--- src/pkg/sltc_consts.svh ---
// Offsets, field positions, reset values and character codes of the link control register bank.
// Assumes it is included by bare name from design files that also import sltc_pkg.
//
// Overview of operation
// Sync select 0 takes the single-ended pin.
// Select 1 takes timestamp input when enabled.
// Select 2 uses only the software request.
// Format bit: 0 offset binary, 1 two's.
// Bit 0 enables scrambling; off after reset.
// Software writes settings only while link disabled.
// Pattern 0 normal; 1-3 pick PRBS7/15/23.
// Patterns 4-7: ramp, transport, D21.5, K28.5.
// 8 ILA, 9 RPAT, 10 low, 11 high.
// Device ID travels in alignment multiframe two.
// Link A sends ID, link B ID+1.
// Device ID bit 0 ignored, reads zero.
// Frame char: 0 K28.7, 1 K28.1, 2 K28.5.
// Frame char inserted opportunistically, not every frame.
// Compliant receivers: keep frame char at 0.
// Generic 8b/10b receivers: choose 1 or 2.
// Status bits 6,5,2 read-only; 4,3 writable.
// Status bit 6 high while link runs.
// Status bit 5 shows live sync level.
// Status bit 4 sticky realign; write 1 clears.
// Status bit 2 high while serializer PLL locked.
// Nonzero pattern other than 8 (ILA) replaces sample data on lanes.
`ifndef SLTC_CONSTS_SVH
`define SLTC_CONSTS_SVH

`define SLTC_ADDR_W           12
`define SLTC_IDX_LINK_CONTROL 10'h204
`define SLTC_IDX_TEST_PATTERN 10'h205
`define SLTC_IDX_DEVICE_ID    10'h206
`define SLTC_IDX_FRAME_CHAR   10'h207
`define SLTC_IDX_STATUS       10'h208
`define SLTC_IDX_AUX_CONTROL  10'h210

`define SLTC_RST_LINK_CONTROL 8'h02
`define SLTC_RST_TEST_PATTERN 8'h00
`define SLTC_RST_DEVICE_ID    8'h00
`define SLTC_RST_FRAME_CHAR   8'h00
`define SLTC_RST_AUX_CONTROL  8'h03

`define SLTC_CTL_SCR_BIT      0
`define SLTC_CTL_FMT_BIT      1
`define SLTC_CTL_SYNC_MSB     3
`define SLTC_CTL_SYNC_LSB     2
`define SLTC_TP_MSB           3
`define SLTC_FRAME_END_CHARACTER_MSB        1
`define SLTC_STS_REALIGN_BIT  4
`define SLTC_STS_ALIGN_BIT    3
`define SLTC_AUX_LINK_EN_BIT  0
`define SLTC_AUX_SW_SYNC_BIT  1
`define SLTC_AUX_TIMESTAMP_DIFF_INPUT_EN_BIT 2

`define SLTC_PIN_SE           0
`define SLTC_PIN_TIMESTAMP_DIFF_INPUT        1
`define SLTC_PIN_PLL          2
`define SLTC_PIN_RST          3'b011

`define SLTC_K28_7            8'hfc
`define SLTC_K28_1            8'h3c
`define SLTC_K28_5            8'hbc
`define SLTC_D21_5            8'hb5
`define SLTC_PRBS_SEED        23'h7fffff
`define SLTC_SCR_SEED         15'h7fff
`define SLTC_RPAT_LAST        4'hb

`endif

--- src/pkg/sltc_pkg.sv ---
// Types shared by the link control register bank and its lane multiplexer.
// Assumes nothing of its surroundings.
package sltc_pkg;

  typedef enum logic [1:0] {
    SLTC_SYNC_PIN   = 2'h0,
    SLTC_SYNC_TIMESTAMP_DIFF_INPUT = 2'h1,
    SLTC_SYNC_SOFT  = 2'h2,
    SLTC_SYNC_RSVD  = 2'h3
  } sltc_sync_sel_t;

  typedef enum logic [3:0] {
    SLTC_TP_NORMAL    = 4'h0,
    SLTC_TP_PRBS7     = 4'h1,
    SLTC_TP_PRBS15    = 4'h2,
    SLTC_TP_PRBS23    = 4'h3,
    SLTC_TP_RAMP      = 4'h4,
    SLTC_TP_TRANSPORT = 4'h5,
    SLTC_TP_D21_5     = 4'h6,
    SLTC_TP_K28_5     = 4'h7,
    SLTC_TP_ILA       = 4'h8,
    SLTC_TP_RPAT      = 4'h9,
    SLTC_TP_LOW       = 4'ha,
    SLTC_TP_HIGH      = 4'hb
  } sltc_test_pattern_t;

  typedef enum logic [1:0] {
    SLTC_FC_K28_7 = 2'h0,
    SLTC_FC_K28_1 = 2'h1,
    SLTC_FC_K28_5 = 2'h2,
    SLTC_FC_RSVD  = 2'h3
  } sltc_frame_end_character_t;

endpackage : sltc_pkg

--- src/pkg/sltc_cfg_if.sv ---
// Settings carried from the register bank to each lane multiplexer.
// Assumes sltc_pkg is compiled first.
`timescale 1ns/1ps
`default_nettype none

interface sltc_cfg_if;
  import sltc_pkg::*;

  logic               scrambler_enable;
  logic               sample_format_select;
  sltc_test_pattern_t test_pattern_select;
  sltc_frame_end_character_t        frame_end_character_select;

  modport regs (output scrambler_enable, sample_format_select, test_pattern_select, frame_end_character_select);
  modport lane (input scrambler_enable, sample_format_select, test_pattern_select, frame_end_character_select);
endinterface : sltc_cfg_if

`default_nettype wire

--- src/verilog/sltc_lane_mux.sv ---
// Lane octet source: sample formatting, scrambling, frame character insertion and test patterns.
// Assumes one sample octet per clock and settings that only change while the link is disabled.
`timescale 1ns/1ps
`default_nettype none
`include "sltc_consts.svh"

module sltc_lane_mux
  import sltc_pkg::*;
#(
  parameter logic [95:0] RPAT_TABLE = 96'h0123456789abcdeffedcba98
)
(
  // Clock and reset.
  input  wire logic       clk,
  input  wire logic       nrst,
  // Settings.
  sltc_cfg_if.lane        cfg,
  // Sample octets.
  input  wire logic [7:0] sample_byte,
  input  wire logic       sample_msb,
  input  wire logic       frame_end,
  // Lane octet towards the encoder.
  output logic      [7:0] lane_data,
  output logic            lane_ctrl,
  output logic            ila_repeat
);

  function automatic logic [22:0] prbs_next(input logic [22:0] s, input sltc_test_pattern_t tp);
    logic [22:0] v;
    logic        fb;
    v = s;
    for (int i = 0; i < 8; i++)
    begin
      if (tp == SLTC_TP_PRBS7)
        fb = v[6] ^ v[5];
      else if (tp == SLTC_TP_PRBS15)
        fb = v[14] ^ v[13];
      else
        fb = v[22] ^ v[17];
      v = {v[21:0], fb};
    end
    return v;
  endfunction : prbs_next

  // Self-synchronous 1 + x^14 + x^15, most significant bit first; returns {octet, state}.
  function automatic logic [22:0] scramble(input logic [14:0] s, input logic [7:0] d);
    logic [14:0] v;
    logic        b;
    v = s;
    for (int i = 7; i >= 0; i--)
    begin
      b = d[i] ^ v[14] ^ v[13];
      v = {v[13:0], b};
    end
    return {v[7:0], v};
  endfunction : scramble

  logic [22:0] prbs_reg;
  logic [22:0] prbs_next_val;
  logic [14:0] scr_reg;
  logic [22:0] scr_out;
  logic [7:0]  ramp_reg;
  logic [3:0]  rpat_idx_reg;
  logic [7:0]  last_reg;
  logic [7:0]  formatted;
  logic [7:0]  payload;
  logic [7:0]  eof_char;
  logic        eof_hit;

  assign formatted     = sample_byte ^ {sample_msb & ~cfg.sample_format_select, 7'h00};
  assign scr_out       = scramble(scr_reg, formatted);
  assign payload       = cfg.scrambler_enable ? scr_out[22:15] : formatted;
  assign prbs_next_val = prbs_next(prbs_reg, cfg.test_pattern_select);
  // Replace only when the frame's last octet repeats; scrambled lanes watch for the comma value itself.
  assign eof_hit = frame_end & (cfg.scrambler_enable ? (payload == `SLTC_K28_7) : (payload == last_reg));

  always_comb
  begin
    unique case (cfg.frame_end_character_select)
      SLTC_FC_K28_1: eof_char = `SLTC_K28_1;
      SLTC_FC_K28_5: eof_char = `SLTC_K28_5;
      SLTC_FC_K28_7,
      SLTC_FC_RSVD:  eof_char = `SLTC_K28_7;
    endcase
  end

  always_ff @(posedge clk or negedge nrst)
  begin
    if (!nrst)
    begin
      prbs_reg     <= `SLTC_PRBS_SEED;
      ramp_reg     <= 8'h00;
      rpat_idx_reg <= 4'h0;
    end
    else
    begin
      prbs_reg     <= prbs_next_val;
      ramp_reg     <= ramp_reg + 8'h01;
      rpat_idx_reg <= (rpat_idx_reg == `SLTC_RPAT_LAST) ? 4'h0 : rpat_idx_reg + 4'h1;
    end
  end

  always_ff @(posedge clk or negedge nrst)
  begin
    if (!nrst)
    begin
      scr_reg  <= `SLTC_SCR_SEED;
      last_reg <= 8'h00;
    end
    else
    begin
      scr_reg  <= cfg.scrambler_enable ? scr_out[14:0] : `SLTC_SCR_SEED;
      last_reg <= frame_end ? payload : last_reg;
    end
  end

  always_ff @(posedge clk or negedge nrst)
  begin
    if (!nrst)
    begin
      lane_data  <= 8'h00;
      lane_ctrl  <= 1'b0;
      ila_repeat <= 1'b0;
    end
    else
    begin
      lane_ctrl  <= 1'b0;
      ila_repeat <= cfg.test_pattern_select == SLTC_TP_ILA;
      unique case (cfg.test_pattern_select)
        SLTC_TP_NORMAL,
        SLTC_TP_ILA:
        begin
          lane_data <= eof_hit ? eof_char : payload;
          lane_ctrl <= eof_hit;
        end
        SLTC_TP_PRBS7,
        SLTC_TP_PRBS15,
        SLTC_TP_PRBS23:    lane_data <= prbs_next_val[7:0];
        SLTC_TP_RAMP:      lane_data <= ramp_reg;
        SLTC_TP_TRANSPORT: lane_data <= {ramp_reg[3:0], ~ramp_reg[3:0]};
        SLTC_TP_D21_5:     lane_data <= `SLTC_D21_5;
        SLTC_TP_K28_5:
        begin
          lane_data <= `SLTC_K28_5;
          lane_ctrl <= 1'b1;
        end
        SLTC_TP_RPAT:      lane_data <= RPAT_TABLE[95 - 8 * rpat_idx_reg -: 8];
        SLTC_TP_LOW:       lane_data <= 8'h00;
        SLTC_TP_HIGH:      lane_data <= 8'hff;
        default:           lane_data <= 8'h00;
      endcase
    end
  end
endmodule : sltc_lane_mux

`default_nettype wire

--- src/verilog/sltc_top.sv ---
// Register bank of the serial link transmit path with its sync selection and two lane multiplexers.
// Assumes an Avalon-MM master on CLK, asynchronous sync and lock pins, and a same-clock realign pulse.
`timescale 1ns/1ps
`default_nettype none
`include "sltc_consts.svh"

module sltc_top
  import sltc_pkg::*;
(
  // Clock and reset.
  input  wire logic                    CLK,
  input  wire logic                    NRST,
  // Avalon-MM slave, byte addressed, one register per aligned 32-bit word.
  input  wire logic [`SLTC_ADDR_W-1:0] AVS_ADDRESS,
  input  wire logic                    AVS_READ,
  input  wire logic                    AVS_WRITE,
  input  wire logic [31:0]             AVS_WRITEDATA,
  input  wire logic [3:0]              AVS_BYTEENABLE,
  output logic      [31:0]             AVS_READDATA,
  output logic                         AVS_WAITREQUEST,
  // Pins from outside the clock domain.
  input  wire logic                    SYNC_SE_N,
  input  wire logic                    TIMESTAMP_DIFF_INPUT_SYNC_N,
  input  wire logic                    SER_PLL_LOCKED,
  // Same-clock event from the reference alignment logic.
  input  wire logic                    SYSREF_REALIGN,
  // Sample octets for link A and link B.
  input  wire logic [7:0]              SAMPLE_A_BYTE,
  input  wire logic                    SAMPLE_A_MSB,
  input  wire logic                    SAMPLE_A_FRAME_END,
  input  wire logic [7:0]              SAMPLE_B_BYTE,
  input  wire logic                    SAMPLE_B_MSB,
  input  wire logic                    SAMPLE_B_FRAME_END,
  // Lane octets.
  output logic      [7:0]              LANE_A_DATA,
  output logic                         LANE_A_CTRL,
  output logic      [7:0]              LANE_B_DATA,
  output logic                         LANE_B_CTRL,
  // Link layer controls.
  output logic                         ILA_REPEAT,
  output logic                         LINK_SYNC_N,
  output logic                         LINK_ENABLE,
  output logic                         TIMESTAMP_RECEIVER_ENABLE,
  output logic      [7:0]              ILA_DEVICE_ID_A,
  output logic      [7:0]              ILA_DEVICE_ID_B
);

  function automatic logic addr_is(input logic [`SLTC_ADDR_W-1:0] addr, input logic [9:0] idx);
    return addr == {idx, 2'b00};
  endfunction : addr_is

  logic [7:0]     link_control_reg;
  logic [7:0]     test_pattern_reg;
  logic [7:0]     device_id_reg;
  logic [7:0]     frame_char_reg;
  logic [7:0]     aux_reg;
  logic           realigned_reg;
  logic           phase_alignment_flag_reg;
  logic [2:0]     pin_s1_reg;
  logic [2:0]     pin_s2_reg;
  logic [2:0]     pin_s3_reg;
  logic [2:0]     pin_lvl_reg;
  logic           sync_n_reg;
  logic           sync_next;
  logic           link_up_reg;
  logic           wait_reg;
  logic [31:0]    readdata_reg;
  logic [7:0]     did_a_reg;
  logic [7:0]     did_b_reg;
  logic [7:0]     read_byte;
  logic [7:0]     status_byte;
  logic           req;
  logic           ack;
  logic           wr;
  logic           wd_link_ctrl;
  logic           wd_test;
  logic           wd_did;
  logic           wd_frame_end_character;
  logic           wd_status;
  logic           wd_aux;
  sltc_sync_sel_t sync_sel;
  logic           sw_sync_n;
  logic           timestamp_diff_input_en;

  sltc_cfg_if cfg ();

  // Bus handshake: one wait cycle, then the access completes on the edge that sees waitrequest low.
  assign req  = AVS_READ | AVS_WRITE;
  assign ack  = req & ~wait_reg;
  assign wr   = AVS_WRITE & ~wait_reg & AVS_BYTEENABLE[0];

  assign wd_link_ctrl = wr & addr_is(AVS_ADDRESS, `SLTC_IDX_LINK_CONTROL);
  assign wd_test      = wr & addr_is(AVS_ADDRESS, `SLTC_IDX_TEST_PATTERN);
  assign wd_did       = wr & addr_is(AVS_ADDRESS, `SLTC_IDX_DEVICE_ID);
  assign wd_frame_end_character     = wr & addr_is(AVS_ADDRESS, `SLTC_IDX_FRAME_CHAR);
  assign wd_status    = wr & addr_is(AVS_ADDRESS, `SLTC_IDX_STATUS);
  assign wd_aux       = wr & addr_is(AVS_ADDRESS, `SLTC_IDX_AUX_CONTROL);

  always_ff @(posedge CLK or negedge NRST)
  begin
    if (!NRST)
    begin
      wait_reg     <= 1'b1;
      readdata_reg <= 32'h0000_0000;
    end
    else
    begin
      wait_reg <= ack | ~req;
      if (req & wait_reg)
        readdata_reg <= {24'h00_0000, read_byte};
    end
  end

  // Settings registers; all but aux_reg, which holds the link enable, are expected to change only while the link is disabled.
  always_ff @(posedge CLK or negedge NRST)
  begin
    if (!NRST)
    begin
      link_control_reg <= `SLTC_RST_LINK_CONTROL;
      test_pattern_reg <= `SLTC_RST_TEST_PATTERN;
      device_id_reg    <= `SLTC_RST_DEVICE_ID;
      frame_char_reg   <= `SLTC_RST_FRAME_CHAR;
      aux_reg          <= `SLTC_RST_AUX_CONTROL;
    end
    else
    begin
      if (wd_link_ctrl)
        link_control_reg <= AVS_WRITEDATA[7:0];
      if (wd_test)
        test_pattern_reg <= AVS_WRITEDATA[7:0];
      if (wd_did)
        device_id_reg <= {AVS_WRITEDATA[7:1], 1'b0};
      if (wd_frame_end_character)
        frame_char_reg <= AVS_WRITEDATA[7:0];
      if (wd_aux)
        aux_reg <= AVS_WRITEDATA[7:0];
    end
  end

  // Realign is sticky and write-one-to-clear; a new event in the clearing cycle wins.
  always_ff @(posedge CLK or negedge NRST)
  begin
    if (!NRST)
    begin
      realigned_reg <= 1'b0;
      phase_alignment_flag_reg   <= 1'b0;
    end
    else
    begin
      realigned_reg <= SYSREF_REALIGN | (realigned_reg & ~(wd_status & AVS_WRITEDATA[`SLTC_STS_REALIGN_BIT]));
      if (wd_status)
        phase_alignment_flag_reg <= AVS_WRITEDATA[`SLTC_STS_ALIGN_BIT];
    end
  end

  // Pins pass three flops; a new level counts once the second and third agree.
  always_ff @(posedge CLK or negedge NRST)
  begin
    if (!NRST)
    begin
      pin_s1_reg  <= `SLTC_PIN_RST;
      pin_s2_reg  <= `SLTC_PIN_RST;
      pin_s3_reg  <= `SLTC_PIN_RST;
      pin_lvl_reg <= `SLTC_PIN_RST;
    end
    else
    begin
      pin_s1_reg  <= {SER_PLL_LOCKED, TIMESTAMP_DIFF_INPUT_SYNC_N, SYNC_SE_N};
      pin_s2_reg  <= pin_s1_reg;
      pin_s3_reg  <= pin_s2_reg;
      pin_lvl_reg <= (pin_s2_reg & ~(pin_s2_reg ^ pin_s3_reg)) | (pin_lvl_reg & (pin_s2_reg ^ pin_s3_reg));
    end
  end

  assign sync_sel  = sltc_sync_sel_t'(link_control_reg[`SLTC_CTL_SYNC_MSB:`SLTC_CTL_SYNC_LSB]);
  assign sw_sync_n = aux_reg[`SLTC_AUX_SW_SYNC_BIT];
  assign timestamp_diff_input_en  = aux_reg[`SLTC_AUX_TIMESTAMP_DIFF_INPUT_EN_BIT];

  // The software request always acts; a stuck pin can be bypassed with select 2 or 3, or with select 1 while the timestamp input is disabled.
  always_comb
  begin
    unique case (sync_sel)
      SLTC_SYNC_PIN:   sync_next = pin_lvl_reg[`SLTC_PIN_SE] & sw_sync_n;
      SLTC_SYNC_TIMESTAMP_DIFF_INPUT: sync_next = (pin_lvl_reg[`SLTC_PIN_TIMESTAMP_DIFF_INPUT] | ~timestamp_diff_input_en) & sw_sync_n;
      SLTC_SYNC_SOFT,
      SLTC_SYNC_RSVD:  sync_next = sw_sync_n;
    endcase
  end

  always_ff @(posedge CLK or negedge NRST)
  begin
    if (!NRST)
    begin
      sync_n_reg  <= 1'b1;
      link_up_reg <= 1'b0;
      did_a_reg   <= 8'h00;
      did_b_reg   <= 8'h00;
    end
    else
    begin
      sync_n_reg  <= sync_next;
      link_up_reg <= aux_reg[`SLTC_AUX_LINK_EN_BIT] & pin_lvl_reg[`SLTC_PIN_PLL] & sync_n_reg;
      did_a_reg   <= device_id_reg;
      did_b_reg   <= device_id_reg + 8'h01;
    end
  end

  assign status_byte = {1'b0, link_up_reg, sync_n_reg, realigned_reg, phase_alignment_flag_reg,
                        pin_lvl_reg[`SLTC_PIN_PLL], 2'b00};

  always_comb
  begin
    read_byte = 8'h00;
    if (addr_is(AVS_ADDRESS, `SLTC_IDX_LINK_CONTROL))
      read_byte = link_control_reg;
    else if (addr_is(AVS_ADDRESS, `SLTC_IDX_TEST_PATTERN))
      read_byte = test_pattern_reg;
    else if (addr_is(AVS_ADDRESS, `SLTC_IDX_DEVICE_ID))
      read_byte = device_id_reg;
    else if (addr_is(AVS_ADDRESS, `SLTC_IDX_FRAME_CHAR))
      read_byte = frame_char_reg;
    else if (addr_is(AVS_ADDRESS, `SLTC_IDX_STATUS))
      read_byte = status_byte;
    else if (addr_is(AVS_ADDRESS, `SLTC_IDX_AUX_CONTROL))
      read_byte = aux_reg;
  end

  assign cfg.scrambler_enable           = link_control_reg[`SLTC_CTL_SCR_BIT];
  assign cfg.sample_format_select       = link_control_reg[`SLTC_CTL_FMT_BIT];
  assign cfg.test_pattern_select        = sltc_test_pattern_t'(test_pattern_reg[`SLTC_TP_MSB:0]);
  assign cfg.frame_end_character_select = sltc_frame_end_character_t'(frame_char_reg[`SLTC_FRAME_END_CHARACTER_MSB:0]);

  sltc_lane_mux u_lane_a (
    .clk         (CLK),
    .nrst        (NRST),
    .cfg         (cfg.lane),
    .sample_byte (SAMPLE_A_BYTE),
    .sample_msb  (SAMPLE_A_MSB),
    .frame_end   (SAMPLE_A_FRAME_END),
    .lane_data   (LANE_A_DATA),
    .lane_ctrl   (LANE_A_CTRL),
    .ila_repeat  (ILA_REPEAT)
  );

  sltc_lane_mux u_lane_b (
    .clk         (CLK),
    .nrst        (NRST),
    .cfg         (cfg.lane),
    .sample_byte (SAMPLE_B_BYTE),
    .sample_msb  (SAMPLE_B_MSB),
    .frame_end   (SAMPLE_B_FRAME_END),
    .lane_data   (LANE_B_DATA),
    .lane_ctrl   (LANE_B_CTRL),
    .ila_repeat  ()
  );

  assign AVS_READDATA              = readdata_reg;
  assign AVS_WAITREQUEST           = wait_reg;
  assign LINK_SYNC_N               = sync_n_reg;
  assign LINK_ENABLE               = aux_reg[`SLTC_AUX_LINK_EN_BIT];
  assign TIMESTAMP_RECEIVER_ENABLE = aux_reg[`SLTC_AUX_TIMESTAMP_DIFF_INPUT_EN_BIT];
  assign ILA_DEVICE_ID_A           = did_a_reg;
  assign ILA_DEVICE_ID_B           = did_b_reg;
endmodule : sltc_top

`default_nettype wire

--- config.mk ---
export PLATFORM = sky130hd
export DESIGN_NAME = sltc_top
export DESIGN_NICKNAME = d
export VERILOG_FILES = /design/src/pkg/sltc_pkg.sv /design/src/pkg/sltc_cfg_if.sv /design/src/verilog/sltc_lane_mux.sv /design/src/verilog/sltc_top.sv
export VERILOG_INCLUDE_DIRS = /design/src /design/src/pkg
export SDC_FILE = /design/constraint.sdc
export NUM_CORES = 1
export LEC_CHECK = 0
export BUFFER_PORTS_ARGS = -buffer_cell sky130_fd_sc_hd__buf_4
export CELL_PAD_IN_SITES_DETAIL_PLACEMENT = 0
export CELL_PAD_IN_SITES_GLOBAL_PLACEMENT = 1
export CORE_AREA = 2 2 162 164
export CTS_BUF_LIST = sky130_fd_sc_hd__clkbuf_8 sky130_fd_sc_hd__clkbuf_16
export DETAILED_ROUTE_END_ITERATION = 8
export DIE_AREA = 0 0 164 166
export PLACE_DENSITY_LB_ADDON = 0.1
export RECOVER_POWER = 50
export SLEW_MARGIN = 20
export SYNTH_ARGS = -nofsm -noshare
export SYNTH_HDL_FRONTEND = slang
export SYNTH_HIERARCHICAL = 1
export SYNTH_SLANG_ARGS = --single-unit
--- constraint.sdc ---
create_clock -name CLK -period 2.11 [get_ports CLK]
set_clock_uncertainty 0.1 [all_clocks]
set_input_delay 0.633 -clock CLK [delete_from_list [all_inputs] [get_ports CLK]]
set_output_delay 0.633 -clock CLK [all_outputs]
set_load 0.05 [all_outputs]
==> flow_summary.yaml <==
routing:
  routed-via-count: 7574
  ant_nets: 0
  drt_first_pass_iters: 4
  wl_mm: 25.3
  drc: 0
  viasPerCell: 4.93
  wl_per_cell_um: 16.5
  dr.first_iter.drc_count: 262
global_routing:
  antenna_found_initial: 0
  grt_pass1_vias: 7675
  grt_use_total: 0.188
  grt_overflow_total: 0
  grt_max_degree: 51
  grt_pass1_wl_mm: 41.0
synthesis:
  synthCells: 948
  netlist_area_um2: 10600
  synth_warnings: 6
  avgSynthCellArea_um2: 11.1
floorplan:
  start_util: 0.412
  dieArea_um2: 27200
  boundaryPins: 147
  die_w_um: 164
  rows: 59
  die_y_um: 166
  core_region_area_um2: 25600
worst_setup_path:
  critical_path.max_fanout: 3
  end_kind: "flop"
  r2r-start: "u_lane_a/scr_reg[10]"
  cp_num_cells: 7
  required_ns: 2.39
  reg2reg_depth: 7
  critPathMaxStageDelay_ns: 0.58
  path_cells: "xor2_2 > mux2_4 > nand2_4 > buf_4 > o311a_1 > a2111oi_1 > nand3_1"
  worstSetupStartpoint: "u_lane_a/scr_reg[10]"
  arrival_ns: 2.43
  path_buf_inv: 1
  cp-start-kind: "flop"
  cp_top_family: "compound AO/OA/AOI/OAI gates"
  cp_slowest_cell: "dfstp_2"
  path_class: "reg -> reg"
power_and_ir_drop:
  power_switching_share: 0.294
  power_density_nw_per_um2: 905
  ir_worst_vdd_mv: 0.759
  intPower_mw: 8.95
  p_leak_nw: 6.17
  pwr-share-clk: 0.352
  switchingPower_mw: 3.72
  pwr-share-seq: 0.427
  p_comb_frac: 0.221
cts:
  numCtsBuffers: 24
  cts.reportedPaths.clkPinSlew_ns: 0.06
  clock_path_buffers: 3
  cts-root-buf: "clkbuf_16"
  htreeDepth: 1
  worstSkewPairLatency_ns: 0.52
  tritoncts: "yes"
  clkSinkCount: 207
placement:
  place.gp.congestion: 0.815
  port_buffers: 94
  placed_cell_area_um2: 12400
  post-dp-hpwl_mm: 18.1
min_path:
  hp-start: "SYNC_SE_N"
  whs_path_depth: 1
  hp-class: "in -> reg"
timing:
  holdWs_ns: 0.127
  fin_crit_ns: 2.15
  slew_violations: 0
  max_freq_ghz: 0.465
  slew_headroom: 0.509
  fin_ws_ns: -0.0415
  rsz0062_at_grt: "true"
  worstMarginPinSlew_ns: 0.732
  setup_viol: 3
  final.period_utilization: 1.02
  hold_viol_final: 0
outcome:
  outcome: "finished, violations left"
  violations: "setup timing"
cells_and_area:
  drive_gt1_frac: 0.442
  num-nets-final: 1269
  final_cell_mix: "buf_4, dfrtp_1, dfstp_2"
  areaGrowthSynthToFinish_pct: 32.6
  design_area_um2: 14000
  antennaDiodeCount: 0
  final_common_cell: "buf_4"
flow_run:
  drv_cap: 0
## power groups by stage
stage / clock network (mW) / registers, mW / logic [mW]
4_1_cts: 4.59 / 5.42 / 2.56
5_1_grt: 4.79 / 5.50 / 3.08
6_report: 4.46 / 5.40 / 2.80
3_3_place_gp: 0 / 5.48 / 2.44
3_5_place_dp: 0 / 5.48 / 2.45
2_1_floorplan: 0 / 5.47 / 1.52
## what timing repair did
| item | 4_1_cts | 5_1_grt |
|---|---|---|
| resized for setup | 35 | 60 |
| endpoints found under the hold margin | 14 | 0 |
| gates cloned | 0 | 2 |
| setup endpoints to repair | 16 | 19 |
| pin swaps | 12 | 31 |
| buffers inserted | 12 | 17 |
| hold buffers | 1 | 0 |
## metal layers
| layer | global-route usage | vias up | part of all wire |
|---|---|---|---|
| li1 | - | 3712 | - |
| met1 | 0.274 | 3705 | 0.49 |
| met2 | 0.298 | 130 | 0.47 |
| met3 | 0.0242 | 27 | 0.032 |
| met4 | 0.0446 | 0 | 0.015 |
| met5 | 0 | - | 0 |
## through the flow
stage                      util  setup TNS (ns)  cells  worst slack [ns]  total power, mW
after floorplan               -           -1.94    972            -0.125             6.99
after global placement    0.485          -12.68   1462            -0.337             7.92
after detailed placement  0.485          -13.61   1462            -0.350             7.93
after CTS                 0.530          -0.272   1519           -0.0726             12.6
after global routing      0.547          -0.927   1536            -0.131             13.4
final                     0.547         -0.0844   1536           -0.0415             12.7
## path summary, 6_finish.rpt
kind	to	slack, ns
worst max register to register	u_lane_a/lane_data[7]	-0.04
worst max-delay path	u_lane_a/lane_data[7]	-0.04
worst min register to register	pin_s2_reg[2]	0.25
min in group asynchronous	u_lane_b/lane_data[7]	0.48
max in group asynchronous	AVS_WAITREQUEST	0.78
worst min-delay path	pin_s1_reg[0]	0.13
## final cells by class
cell class / count / area [µm²]
Sequential cell: 207 / 5300
Inverter: 28 / 105
Clock buffer: 30 / 694
Timing Repair Buffer: 255 / 2080
Multi-Input combinational cell: 667 / 5230
Clock inverter: 14 / 174
Fill cell: 2268 / 11600
Tap cell: 335 / 419
Power figures use the tool's default switching activity.
